File: config.mk
export PLATFORM = sky130hd
export DESIGN_NAME = timer_status_output_control
export DESIGN_NICKNAME = d
export VERILOG_FILES = /design/src/common/tsoc_pkg.sv /design/src/rtl/pin_sync.sv /design/src/rtl/pin_action.sv /design/src/rtl/timer_status_output_control.sv
export SDC_FILE = /design/constraint.sdc
export NUM_CORES = 1
export LEC_CHECK = 0
export BUFFER_PORTS_ARGS = -buffer_cell sky130_fd_sc_hd__buf_2
export CORE_ASPECT_RATIO = 2
export CORE_MARGIN = 2
export CORE_UTILIZATION = 40
export DETAILED_ROUTE_END_ITERATION = 16
export GPL_TIMING_DRIVEN = 0
export SLEW_MARGIN = 20
export SYNTH_ARGS = -nofsm -noshare
export SYNTH_HDL_FRONTEND = slang
export SYNTH_SLANG_ARGS = --single-unit
File: constraint.sdc
create_clock -name clk_in -period 2.1 [get_ports clk_in]
set_clock_uncertainty 0.1 [all_clocks]
set_input_delay 0.105 -clock clk_in [delete_from_list [all_inputs] [get_ports clk_in]]
set_output_delay 0.105 -clock clk_in [all_outputs]
set_load 0.005 [all_outputs]
File: src/common/tsoc_pkg.sv
// Purpose: constants and types for the four-channel timer status/output control block
// Assumes: one 40 MHz clock, synchronous active-high reset
// Notes: rule summary below
// Function
// - flag bits 7..5 are cleared only by writing 0; writing 1 does nothing
// - reset or standby loads channel 2 status with 0x10, others with 0x00
// - a zero write clears a flag only after it was read while set
// - match-b flag sets on counter equal compare b, or on capture into b
// - capture select in channel 1/3 blocks channel 0/2 match-b flag setting
// - match-a flag in bit 6 sets when counter equals compare a
// - overflow flag in bit 5 sets when counter wraps from max to zero
// - converter trigger enable gates starts; adc enable picks match a over pin
// - reserved bit 4 in channel 2 stays readable and writable storage
// - capture select 0 makes register b compare, 1 makes it capture
// - with capture select, paired lower channel gives no b output or b interrupt
// - with capture select, pin is capture input; capture sets b flag and interrupt
// - compare a keeps working in all channels with capture select set; here channel 1/3 pin output enable is forced off by it
// - b action field: 00 hold, 01 drive 0, 10 drive 1, 11 toggle
// - in capture mode b field picks rising, falling or both edges; 11 forbidden
// - a action field: 00 hold, 01 drive 0, 10 drive 1, 11 toggle
// - simultaneous a and b matches follow priority toggle, then 1, then 0
// - all four action bits zero disables the timer output
// - match interrupt requests are flag and enable together
// - overflow interrupt request is flag and enable together
package tsoc_pkg;
   localparam int unsigned num_ch = 4;
   localparam logic [7:0] reset_ch2 = 8'h10;
   localparam logic [7:0] reset_other = 8'h00;
   localparam logic [7:0] counter_max = 8'hff;
   localparam int unsigned bit_flag_b = 7;
   localparam int unsigned bit_flag_a = 6;
   localparam int unsigned bit_flag_overflow = 5;
   localparam int unsigned bit_four = 4;
   localparam logic [1:0] act_hold = 2'h0;
   localparam logic [1:0] act_zero = 2'h1;
   localparam logic [1:0] act_one = 2'h2;
   localparam logic [1:0] act_toggle = 2'h3;
   localparam logic [1:0] edge_rise = 2'h0;
   localparam logic [1:0] edge_fall = 2'h1;
   localparam logic [1:0] edge_both = 2'h2;

   // decoded view of one status/control byte
   typedef struct packed {
      logic match_b_flag;
      logic match_a_flag;
      logic overflow_flag;
      logic bit4;
      logic [1:0] b_action;
      logic [1:0] a_action;
   } status_t;

   // per-channel events from the counter side
   typedef struct packed {
      logic match_a;
      logic match_b;
      logic overflow;
   } events_t;
endpackage : tsoc_pkg

File: src/rtl/pin_sync.sv
// Purpose: three-stage synchroniser with agreement filter for a pin
// Assumes: input asynchronous to clk_in
// Notes: level changes when stages two and three agree
`timescale 1ns/1ps
module pin_sync
(
   input wire logic clk_in,
   input wire logic reset_in,
   input wire logic pin_in,
   output logic level_out
);
   logic s1_q;
   logic s2_q;
   logic s3_q;

   always_ff @(posedge clk_in)
   begin
      if (reset_in)
      begin
         s1_q <= 1'b0;
         s2_q <= 1'b0;
         s3_q <= 1'b0;
      end
      else
      begin
         s1_q <= pin_in;
         s2_q <= s1_q;
         s3_q <= s2_q;
      end
   end

   // only the agreeing stages decide, stage one is never looked at
   always_ff @(posedge clk_in)
   begin
      if (reset_in)
         level_out <= 1'b0;
      else if (s2_q == s3_q)
         level_out <= s3_q;
   end
endmodule : pin_sync

File: src/rtl/pin_action.sv
// Purpose: resolves compare-match a and b actions onto one timer pin
// Assumes: matches are one-cycle pulses
// Notes: output is disabled while all action bits are zero
`timescale 1ns/1ps
module pin_action
(
   input wire logic clk_in,
   input wire logic reset_in,
   input wire logic match_a_in,
   input wire logic match_b_in,
   input wire logic [1:0] a_action_in,
   input wire logic [1:0] b_action_in,
   output logic level_out,
   output logic enable_out
);
   logic [1:0] eff_a;
   logic [1:0] eff_b;
   logic [1:0] win;

   // toggle(11) > one(10) > zero(01) > hold(00): numeric max gives the order
   always_comb
   begin
      eff_a = match_a_in ? a_action_in : tsoc_pkg::act_hold;
      eff_b = match_b_in ? b_action_in : tsoc_pkg::act_hold;
      win = (eff_a > eff_b) ? eff_a : eff_b;
   end

   always_ff @(posedge clk_in)
   begin
      if (reset_in)
         level_out <= 1'b0;
      else
      begin
         unique case (win)
            tsoc_pkg::act_hold: level_out <= level_out;
            tsoc_pkg::act_zero: level_out <= 1'b0;
            tsoc_pkg::act_one: level_out <= 1'b1;
            tsoc_pkg::act_toggle: level_out <= ~level_out;
         endcase
      end
   end

   always_ff @(posedge clk_in)
   begin
      if (reset_in)
         enable_out <= 1'b0;
      else
         enable_out <= |{a_action_in, b_action_in};
   end
endmodule : pin_action

File: src/rtl/timer_status_output_control.sv
// Purpose: status/control bytes, flags, pin actions, capture and adc gating for four channels
// Assumes: counter, compare registers and matches come from a counter block on clk_in
// Notes: byte register port per channel; reads are registered one cycle later
`timescale 1ns/1ps
module timer_status_output_control
(
   input wire logic clk_in,
   input wire logic reset_in,
   input wire logic standby_in,
   // cpu byte access: select picks the channel
   input wire logic [1:0] reg_sel_in,
   input wire logic reg_rd_in,
   input wire logic reg_wr_in,
   input wire logic [7:0] reg_wdata_in,
   output logic [7:0] reg_rdata_out,
   // counter side
   input wire tsoc_pkg::events_t [3:0] events_in,
   input wire logic [31:0] counter_in,
   // interrupt enables per channel
   input wire logic [3:0] match_a_irq_enable_in,
   input wire logic [3:0] match_b_irq_enable_in,
   input wire logic [3:0] overflow_irq_enable_in,
   // capture pins of channels 1 and 3
   input wire logic capture_pin1_in,
   input wire logic capture_pin3_in,
   // converter link
   input wire logic converter_trigger_enable_in,
   input wire logic adc_external_trigger_pin_in,
   output logic adc_start_out,
   // pins and captured values
   output logic [3:0] timer_pin_out,
   output logic [3:0] timer_pin_oe_out,
   output logic [15:0] capture_value_out,
   output logic [1:0] capture_load_out,
   output logic [3:0] match_a_interrupt_out,
   output logic [3:0] match_b_interrupt_out,
   output logic [3:0] overflow_interrupt_out,
   output logic [7:0] status_ch0_out,
   output logic [7:0] status_ch1_out,
   output logic [7:0] status_ch2_out,
   output logic [7:0] status_ch3_out
);
   // ************************************************************
   // state
   // ************************************************************
   tsoc_pkg::status_t [3:0] stat_q;
   logic [3:0][2:0] armed_q;
   logic [3:0] pin_lvl;
   logic [3:0] pin_en;
   logic [1:0] cap_lvl;
   logic [1:0] cap_prev_q;
   logic [1:0] cap_evt;
   logic [3:0] b_set;
   logic [3:0] a_set;
   logic [3:0] o_set;
   logic [3:0] b_pin;
   logic [3:0] wr_hit;
   logic adc_sync;
   logic init;

   assign init = reset_in | standby_in;

   function automatic logic edge_hit(input logic [1:0] sel, input logic prev, input logic now);
      logic rise;
      logic fall;
      rise = ~prev & now;
      fall = prev & ~now;
      unique case (sel)
         tsoc_pkg::edge_rise: edge_hit = rise;
         tsoc_pkg::edge_fall: edge_hit = fall;
         tsoc_pkg::edge_both: edge_hit = rise | fall;
         default: edge_hit = 1'b0;
      endcase
   endfunction : edge_hit

   function automatic logic valid_clear(input logic wr, input logic wbit, input logic armed);
      valid_clear = wr & ~wbit & armed;
   endfunction : valid_clear

   // ************************************************************
   // capture inputs
   // ************************************************************
   pin_sync u_sync1
   (
      .clk_in(clk_in),
      .reset_in(reset_in),
      .pin_in(capture_pin1_in),
      .level_out(cap_lvl[0])
   );
   pin_sync u_sync3
   (
      .clk_in(clk_in),
      .reset_in(reset_in),
      .pin_in(capture_pin3_in),
      .level_out(cap_lvl[1])
   );
   pin_sync u_sync_adc
   (
      .clk_in(clk_in),
      .reset_in(reset_in),
      .pin_in(adc_external_trigger_pin_in),
      .level_out(adc_sync)
   );

   always_ff @(posedge clk_in)
   begin
      if (reset_in)
         cap_prev_q <= 2'h0;
      else
         cap_prev_q <= cap_lvl;
   end

   // the upper channel's edge field chooses the capture edge
   always_comb
   begin
      cap_evt[0] = stat_q[1].bit4 & edge_hit(stat_q[1].b_action, cap_prev_q[0], cap_lvl[0]);
      cap_evt[1] = stat_q[3].bit4 & edge_hit(stat_q[3].b_action, cap_prev_q[1], cap_lvl[1]);
   end

   always_ff @(posedge clk_in)
   begin
      if (init)
      begin
         capture_value_out <= 16'h0000;
         capture_load_out <= 2'h0;
      end
      else
      begin
         capture_load_out <= cap_evt;
         if (cap_evt[0])
            capture_value_out[7:0] <= counter_in[15:8];
         if (cap_evt[1])
            capture_value_out[15:8] <= counter_in[31:24];
      end
   end

   // ************************************************************
   // flag set sources
   // ************************************************************
   always_comb
   begin
      for (int i = 0; i < 4; i++)
      begin
         a_set[i] = events_in[i].match_a;
         o_set[i] = events_in[i].overflow;
         wr_hit[i] = reg_wr_in && reg_sel_in == i[1:0];
      end
      b_pin[0] = events_in[0].match_b & ~stat_q[1].bit4;
      b_pin[2] = events_in[2].match_b & ~stat_q[3].bit4;
      b_pin[1] = events_in[1].match_b & ~stat_q[1].bit4;
      b_pin[3] = events_in[3].match_b & ~stat_q[3].bit4;
      b_set[0] = b_pin[0];
      b_set[2] = b_pin[2];
      b_set[1] = b_pin[1] | cap_evt[0];
      b_set[3] = b_pin[3] | cap_evt[1];
   end

   // ************************************************************
   // read arming: a flag read as 1 may then be cleared
   // ************************************************************
   always_ff @(posedge clk_in)
   begin
      if (init)
         armed_q <= '0;
      else
      begin
         for (int i = 0; i < 4; i++)
         begin
            if (reg_rd_in && reg_sel_in == i[1:0])
               armed_q[i] <= {stat_q[i].match_b_flag, stat_q[i].match_a_flag, stat_q[i].overflow_flag};
            // a write spends the arming, so a flag set again needs a fresh read
            else if (wr_hit[i])
               armed_q[i] <= 3'h0;
         end
      end
   end

   // ************************************************************
   // status/control registers
   // ************************************************************
   always_ff @(posedge clk_in)
   begin
      if (init)
      begin
         for (int i = 0; i < 4; i++)
            stat_q[i] <= (i == 2) ? tsoc_pkg::reset_ch2 : tsoc_pkg::reset_other;
      end
      else
      begin
         for (int i = 0; i < 4; i++)
         begin
            if (wr_hit[i])
            begin
               stat_q[i].bit4 <= reg_wdata_in[tsoc_pkg::bit_four];
               stat_q[i].b_action <= reg_wdata_in[3:2];
               stat_q[i].a_action <= reg_wdata_in[1:0];
            end
            // set dominates a same-cycle clear
            if (b_set[i])
               stat_q[i].match_b_flag <= 1'b1;
            else if (valid_clear(wr_hit[i], reg_wdata_in[tsoc_pkg::bit_flag_b], armed_q[i][2]))
               stat_q[i].match_b_flag <= 1'b0;
            if (a_set[i])
               stat_q[i].match_a_flag <= 1'b1;
            else if (valid_clear(wr_hit[i], reg_wdata_in[tsoc_pkg::bit_flag_a], armed_q[i][1]))
               stat_q[i].match_a_flag <= 1'b0;
            if (o_set[i])
               stat_q[i].overflow_flag <= 1'b1;
            else if (valid_clear(wr_hit[i], reg_wdata_in[tsoc_pkg::bit_flag_overflow], armed_q[i][0]))
               stat_q[i].overflow_flag <= 1'b0;
         end
      end
   end

   always_ff @(posedge clk_in)
   begin
      if (init)
         reg_rdata_out <= 8'h00;
      else if (reg_rd_in)
         reg_rdata_out <= stat_q[reg_sel_in];
   end

   always_ff @(posedge clk_in)
   begin
      if (init)
      begin
         status_ch0_out <= tsoc_pkg::reset_other;
         status_ch1_out <= tsoc_pkg::reset_other;
         status_ch2_out <= tsoc_pkg::reset_ch2;
         status_ch3_out <= tsoc_pkg::reset_other;
      end
      else
      begin
         status_ch0_out <= stat_q[0];
         status_ch1_out <= stat_q[1];
         status_ch2_out <= stat_q[2];
         status_ch3_out <= stat_q[3];
      end
   end

   // ************************************************************
   // interrupt requests
   // ************************************************************
   always_ff @(posedge clk_in)
   begin
      if (init)
      begin
         match_a_interrupt_out <= 4'h0;
         match_b_interrupt_out <= 4'h0;
         overflow_interrupt_out <= 4'h0;
      end
      else
      begin
         for (int i = 0; i < 4; i++)
         begin
            match_a_interrupt_out[i] <= stat_q[i].match_a_flag & match_a_irq_enable_in[i];
            match_b_interrupt_out[i] <= stat_q[i].match_b_flag & match_b_irq_enable_in[i];
            overflow_interrupt_out[i] <= stat_q[i].overflow_flag & overflow_irq_enable_in[i];
         end
      end
   end

   // ************************************************************
   // pins
   // ************************************************************
   for (genvar g = 0; g < 4; g++)
   begin : g_pin
      pin_action u_act
      (
         .clk_in(clk_in),
         .reset_in(init),
         .match_a_in(events_in[g].match_a),
         .match_b_in(b_pin[g]),
         .a_action_in(stat_q[g].a_action),
         .b_action_in(stat_q[g].b_action),
         .level_out(pin_lvl[g]),
         .enable_out(pin_en[g])
      );
   end

   always_ff @(posedge clk_in)
   begin
      if (init)
      begin
         timer_pin_out <= 4'h0;
         timer_pin_oe_out <= 4'h0;
      end
      else
      begin
         timer_pin_out <= pin_lvl;
         timer_pin_oe_out[0] <= pin_en[0];
         timer_pin_oe_out[2] <= pin_en[2];
         timer_pin_oe_out[1] <= pin_en[1] & ~stat_q[1].bit4;
         timer_pin_oe_out[3] <= pin_en[3] & ~stat_q[3].bit4;
      end
   end

   // ************************************************************
   // converter start gating
   // ************************************************************
   always_ff @(posedge clk_in)
   begin
      if (init)
         adc_start_out <= 1'b0;
      else if (!converter_trigger_enable_in)
         adc_start_out <= 1'b0;
      else if (stat_q[0].bit4)
         adc_start_out <= events_in[0].match_a;
      else
         adc_start_out <= adc_sync;
   end
endmodule : timer_status_output_control

# Yosys cells after proc, flatten, opt, wreduce, memory -nomap -nowiden
# Index checks and enable logic that the tools add are counted.
[totals]
word_cells = 246
output_inout_bits = 79
input_bits = 75
ff_bits = 145
[op_classes]
magnitude_cmp = 5
n_reduce_logical = 36
bitwise_logic = 67
n_eq_ne = 22
muxes = 53
[op_table]
columns = ["operator", "count"]
rows = [
  ["1-bit bitwise AND", 48],
  ["2-bit nonzero test", 16],
  ["1-bit 2-to-1 mux", 25],
  ["2-bit equality test (second input constant)", 12],
  ["2-bit 2-to-1 mux", 12],
  ["3-bit 2-to-1 mux", 8],
  ["1-bit one-hot mux with 3 select lines", 6],
  ["8-bit binary-select mux with 2-bit select", 1],
  ["4-bit OR reduction", 4],
  ["2-bit by 1-bit equality test with 1-bit output (second input constant)", 7],
  ["2-bit zero test", 7],
  ["1-bit NOT", 14],
  ["2-bit > comparator", 4],
  ["1-bit logical AND", 8],
  ["8-bit 2-to-1 mux", 1],
  ["1-bit OR", 5],
  ["1-bit equality test", 3],
  ["2-bit by 3-bit < comparator with 1-bit output (second input constant)", 1],
  ["2-bit OR reduction", 1],
]

# Logic depth before layout (Yosys ltp)
[depth]
ltp_word = 7
mapped_depth = 7
depth_no_buf = 6

# By module
# From an unflattened synthesis, not the netlist that was laid out.
[hier_totals]
hier_cells = 521
hier_area_um2 = 5325.1
[modules_own_cells]
columns = ["mod", "area_per_inst_um2", "instances", "seq_area_each_um2", "cells_per_inst"]
rows = [
  ["timer_status_output_control", 4496.8, 1, 2502.4, 435],
  ["pin_action", 122.6, 4, 40.0, 14],
  ["pin_sync", 112.6, 3, 80.1, 10],
]

# Worst setup path before layout
# No wires, ideal clock.
[synth_path]
path_kind = "register to register"
start = "register stat_q[28] (netlist bit)"
end = "register g_pin[2].u_act.level_out"
required_time_ns = 1.872
n_path_buf = 1
stages_incl_launch_ff = 7
t_arrival_ns = 1.444
setup_time_ns = 0.128
period_less_slack_ns = 1.671
setup_slack_ns = 0.429
cell_sequence = "dfxtp_1 > clkbuf_2 > nand3b_1 > ha_1 > or3b_2 > a31oi_1 > nor2_1"
[synth_between]
elab_chain_len = 7
word_cells_on_any_way = 10
classes_between = "order compare (1); eq/ne (3); mux (3); bitwise (2); reduce/logical (1)"
[synth_lines]
columns = ["item", "line_no", "rtl"]
rows = [
  ["start: declaration", "timer_status_output_control.sv:46", "tsoc_pkg::status_t [3:0] stat_q;"],
  ["start signal: indexed assignment", "timer_status_output_control.sv:186", "stat_q[i] <= (i == 2) ? tsoc_pkg::reset_ch2 : tsoc_pkg::reset_other;"],
  ["1-bit NOT *", "timer_status_output_control.sv:149", "b_pin[2] = events_in[2].match_b & ~stat_q[3].bit4;"],
  ["1-bit bitwise AND *", "timer_status_output_control.sv:149", ""],
  ["2-bit 2-to-1 mux *", "pin_action.sv:24", "eff_b = match_b_in ? b_action_in : tsoc_pkg::act_hold;"],
  ["2-bit > comparator", "pin_action.sv:25", "win = (eff_a > eff_b) ? eff_a : eff_b;"],
  ["2-bit 2-to-1 mux *", "pin_action.sv:25", ""],
  ["2-bit equality test / 2-bit by 1-bit equality test with 1-bit output (equally long branches)", "pin_action.sv:34", "unique case (win)"],
  ["1-bit one-hot mux with 3 select lines", "pin_action.sv:34", ""],
  ["end signal: assignment", "pin_action.sv:35", "tsoc_pkg::act_hold: level_out <= level_out;"],
  ["end signal: assignment", "pin_action.sv:38", "tsoc_pkg::act_toggle: level_out <= ~level_out;"],
  ["end: declaration", "pin_action.sv:13", "output logic level_out,"],
]
# Every way passes the cells marked *; elsewhere a longest branch is shown, timed or not.
# A chain may end at the register's enable or synchronous reset.

# Worst setup path in the final report
# Ends and elaborated chain as after synthesis.

==> reports/results.ini <==
[outcome]
status = complete, but fails checks
violations = DRC

[logic_synthesis]
synth_ff_type = dfxtp_1
synth_edf_count = 0
syn_area_um2 = 5363
ys_ff_latch = 145
synthDistinctLibCells = 41
async_reset_ff_frac = 0
synth_area_leaders = dfxtp_1 54%, and2_1 4.8%, a21oi_1 4.5%, nor2_1 3.2%, nand3_1 3.1%
postSynthNetCount = 630
yosysTopAreaCellShare = 0.5413
synth.most_common_cell = dfxtp_1
yosysSeqAreaShare = 0.5413
synthCells = 543
synth_top_cell_by_area = dfxtp_1
synthTopCellsByCount = 145 x dfxtp_1, 48 x a21oi_1, 46 x nor2_1
avgSynthCellArea_um2 = 9.876
ys_warn_count = 0

[sta]
final-hold-violation-count = 0
fin_ws_ns = 0.2364
setup_tns_ns = 0
setup_viol = 0
holdWs_ns = 0.0004988
fin_crit_sh = 0.8874
min_period_ns = 1.864
relSlewSlack = 0.5484
rsz0062_at_grt = no
maxSlewViolCount = 0
fmax_mhz = 536.6
worstMarginPinSlew_ns = 0.6774

[setup_path]
rrSetupSlack_ns = 0.24
crit_arrival_ns = 2.05
crit_required_ns = 2.29
reg2regPathDepth = 6
path_cells = clkbuf_2 -> nand3b_1 -> ha_1 -> or3b_2 -> a31oi_1 -> nor2_1
cpMaxStageDelayCell = or3b_2
timing.rr.start = stat_q[28]
worst-path-buf-inv = 1
regToRegEndpoint = g_pin[2].u_act.level_out
worstSetupPathType = register to register
critPathTopFamily = simple AND/OR/NAND/NOR gates
cp_max_fo = 10
start_kind = register
slowest_delay_ns = 0.47
crit_path_end_kind = register

[min_path]
min_to = stat_q[21]
hold_path_class = primary input to register
hp-start = reg_wdata_in[5]
whs_path_depth = 4

[pwr]
total_power_w = 0.006543
swShare = 0.2183
p_per_area_nw_per_um2 = 878.7
p_clk_frac = 0.509
p_leak_nw = 3.241
p_seq_frac = 0.431
pwr-share-comb = 0.059
power_switching_w = 0.001428
p_int_w = 0.005115
max-vdd-ir-drop_mv = 0.6119

[global_route]
grt_pass1_vias = 4933
track_usage = 0.2233
gr-total-overflow = 0
antenna_found_initial = 0
grt_max_degree = 17
grt_pass1_wl_um = 24740

[clocking]
clk_pin_slew_ns = 0.06
cts_buffer_depth = 2
cts_buffers = 17
htreeDepth = 4
clock-root-buffer = clkbuf_16
cts_setup_buffers = 0
clkLatencyLatePin_ns = 0.42
cts_tree = built
clock-sinks = 145

[detailed_routing]
drt_wl_total_um = 15640
wire_per_inst_um = 17.05
vias = 4754
remaining_drc_errors = 7
first_pass_iters = 12
drt_iter0_drc = 223
vias_per_cell = 5.184
drtAntennaViolNets = 0

[placed_design]
hpwl_um = 11360
gp_congestion = 0.8504
dp_worst_setup_slack_ns = 0.2417
io_buffers = 134

[die]
io_pins = 154
placementRows = 59
dieHeight_um = 167.7
die_width_um = 85.88
dieArea_um2 = 14410
initial_core_util = 0.4104
fp.coreArea_um2 = 13070

[run]
maxCapViolations = 0

[layout]
fin_nets = 840
final_util = 0.5699
fillers = 1182
insertedDiodeCount = 0
area_growth_syn_to_layout_pct = 38.85
layout-drive-gt1-share = 0.2627

## cell usage in the layout, fill, tap and decap left out, types with 13 or more instances in the layout
cell type        n
nor2_1          46
and3_1          14
a21oi_1         48
nor2b_1         13
dfxtp_1        145
clkbuf_1        13
nand3_1         33
dlygate4sd3_1   57
buf_2          145
nand2_1         32
o21ai_0         28
inv_1           14
clkbuf_16       17
and2_1          41
## layout make-up
cell class | count | area, um2 | area share
buffer | 32 | 161.4 | 0.02168
tap | 152 | 190.2 | 0.02554
inverter | 14 | 52.55 | 0.007058
clock inverter | 13 | 211.5 | 0.02840
multi-input combinational | 352 | 2247 | 0.3018
sequential | 145 | 2903 | 0.3898
clock buffer | 18 | 439.2 | 0.05898
timing repair buffer | 191 | 1241 | 0.1667
## logic make-up (layout without fill, tap and decap cells)
logic type,count (synthesis),in the layout,share of synthesized area
AO/OA/AOI/OAI,107,107,0.1150
adder cells (fa/ha/maj),12,12,0.02800
buffers and inverters,46,268,0.03966
flip-flops,145,145,0.5413
multiplexers,17,17,0.05180
AND/OR/NAND/NOR,216,216,0.2242
## per-layer routing
layer  global-route usage  part of all wire  vias to the layer above
met4               0.1222             0.039                        0
met5                    0                 0                        -
li1                     -                 -                     2289
met1               0.2210              0.36                     2259
met3              0.04239             0.048                       44
met2               0.4196              0.56                      162
## worst reg2reg max path, cell delays in order, from the launching register on
cell and delay, ns:
dfxtp_1 0.29, clkbuf_2 0.19, nand3b_1 0.23, ha_1 0.22, or3b_2 0.47, a31oi_1 0.17, nor2_1 0.05
## power by group through the flow
stage | logic (W) | clock network (W) | registers [W]
after floorplan | 0.000165 | 0 | 0.00287
after global placement | 0.000299 | 0 | 0.00288
after detailed placement | 0.000307 | 0 | 0.00288
after CTS | 0.000389 | 0.00335 | 0.00282
after global routing | 0.000423 | 0.00349 | 0.00282
final | 0.000388 | 0.00333 | 0.00282
## how the worst max path moves through the flow
stage / startpoint / endpoint / slack (ns) / cells past startpoint
2_1_floorplan: stat_q[28] / g_pin[2].u_act.level_out / 0.43 / 6
3_3_place_gp: stat_q[28] / g_pin[2].u_act.level_out / 0.31 / 6
3_5_place_dp: stat_q[28] / g_pin[2].u_act.level_out / 0.24 / 6
4_1_cts: standby_in / adc_start_out / 0.03 / 7
5_1_grt: standby_in / adc_start_out / 0.15 / 7
6_report: stat_q[28] / g_pin[2].u_act.level_out / 0.24 / 6
## state kept, by name, summed over array words and instances, names as in the netlist, 4 cells and up
name / count
timer_pin_out: 4
status_ch2_out: 8
status_ch1_out: 8
timer_pin_oe_out: 4
reg_rdata_out: 8
overflow_interrupt_out: 4
stat_q: 32
match_a_interrupt_out: 4
match_b_interrupt_out: 4
g_pin.u_act.enable_out: 4
status_ch0_out: 8
g_pin.u_act.level_out: 4
capture_value_out: 16
status_ch3_out: 8
armed_q: 12
## metrics by stage
step	std cells	instance area (um2)
after CTS	917	7445
final	917	7446
after global placement	829	6223
after global routing	917	7446
after floorplan	543	5363
after detailed placement	829	6223
## timing repair
| item | in CTS | in global routing |
|---|---|---|
| resized for setup | 0 | 2 |
| hold endpoints to repair | 68 | 0 |
| hold buffers | 57 | 0 |
| endpoints found under the setup margin | 0 | 1 |
Power figures use the tool's default switching activity.
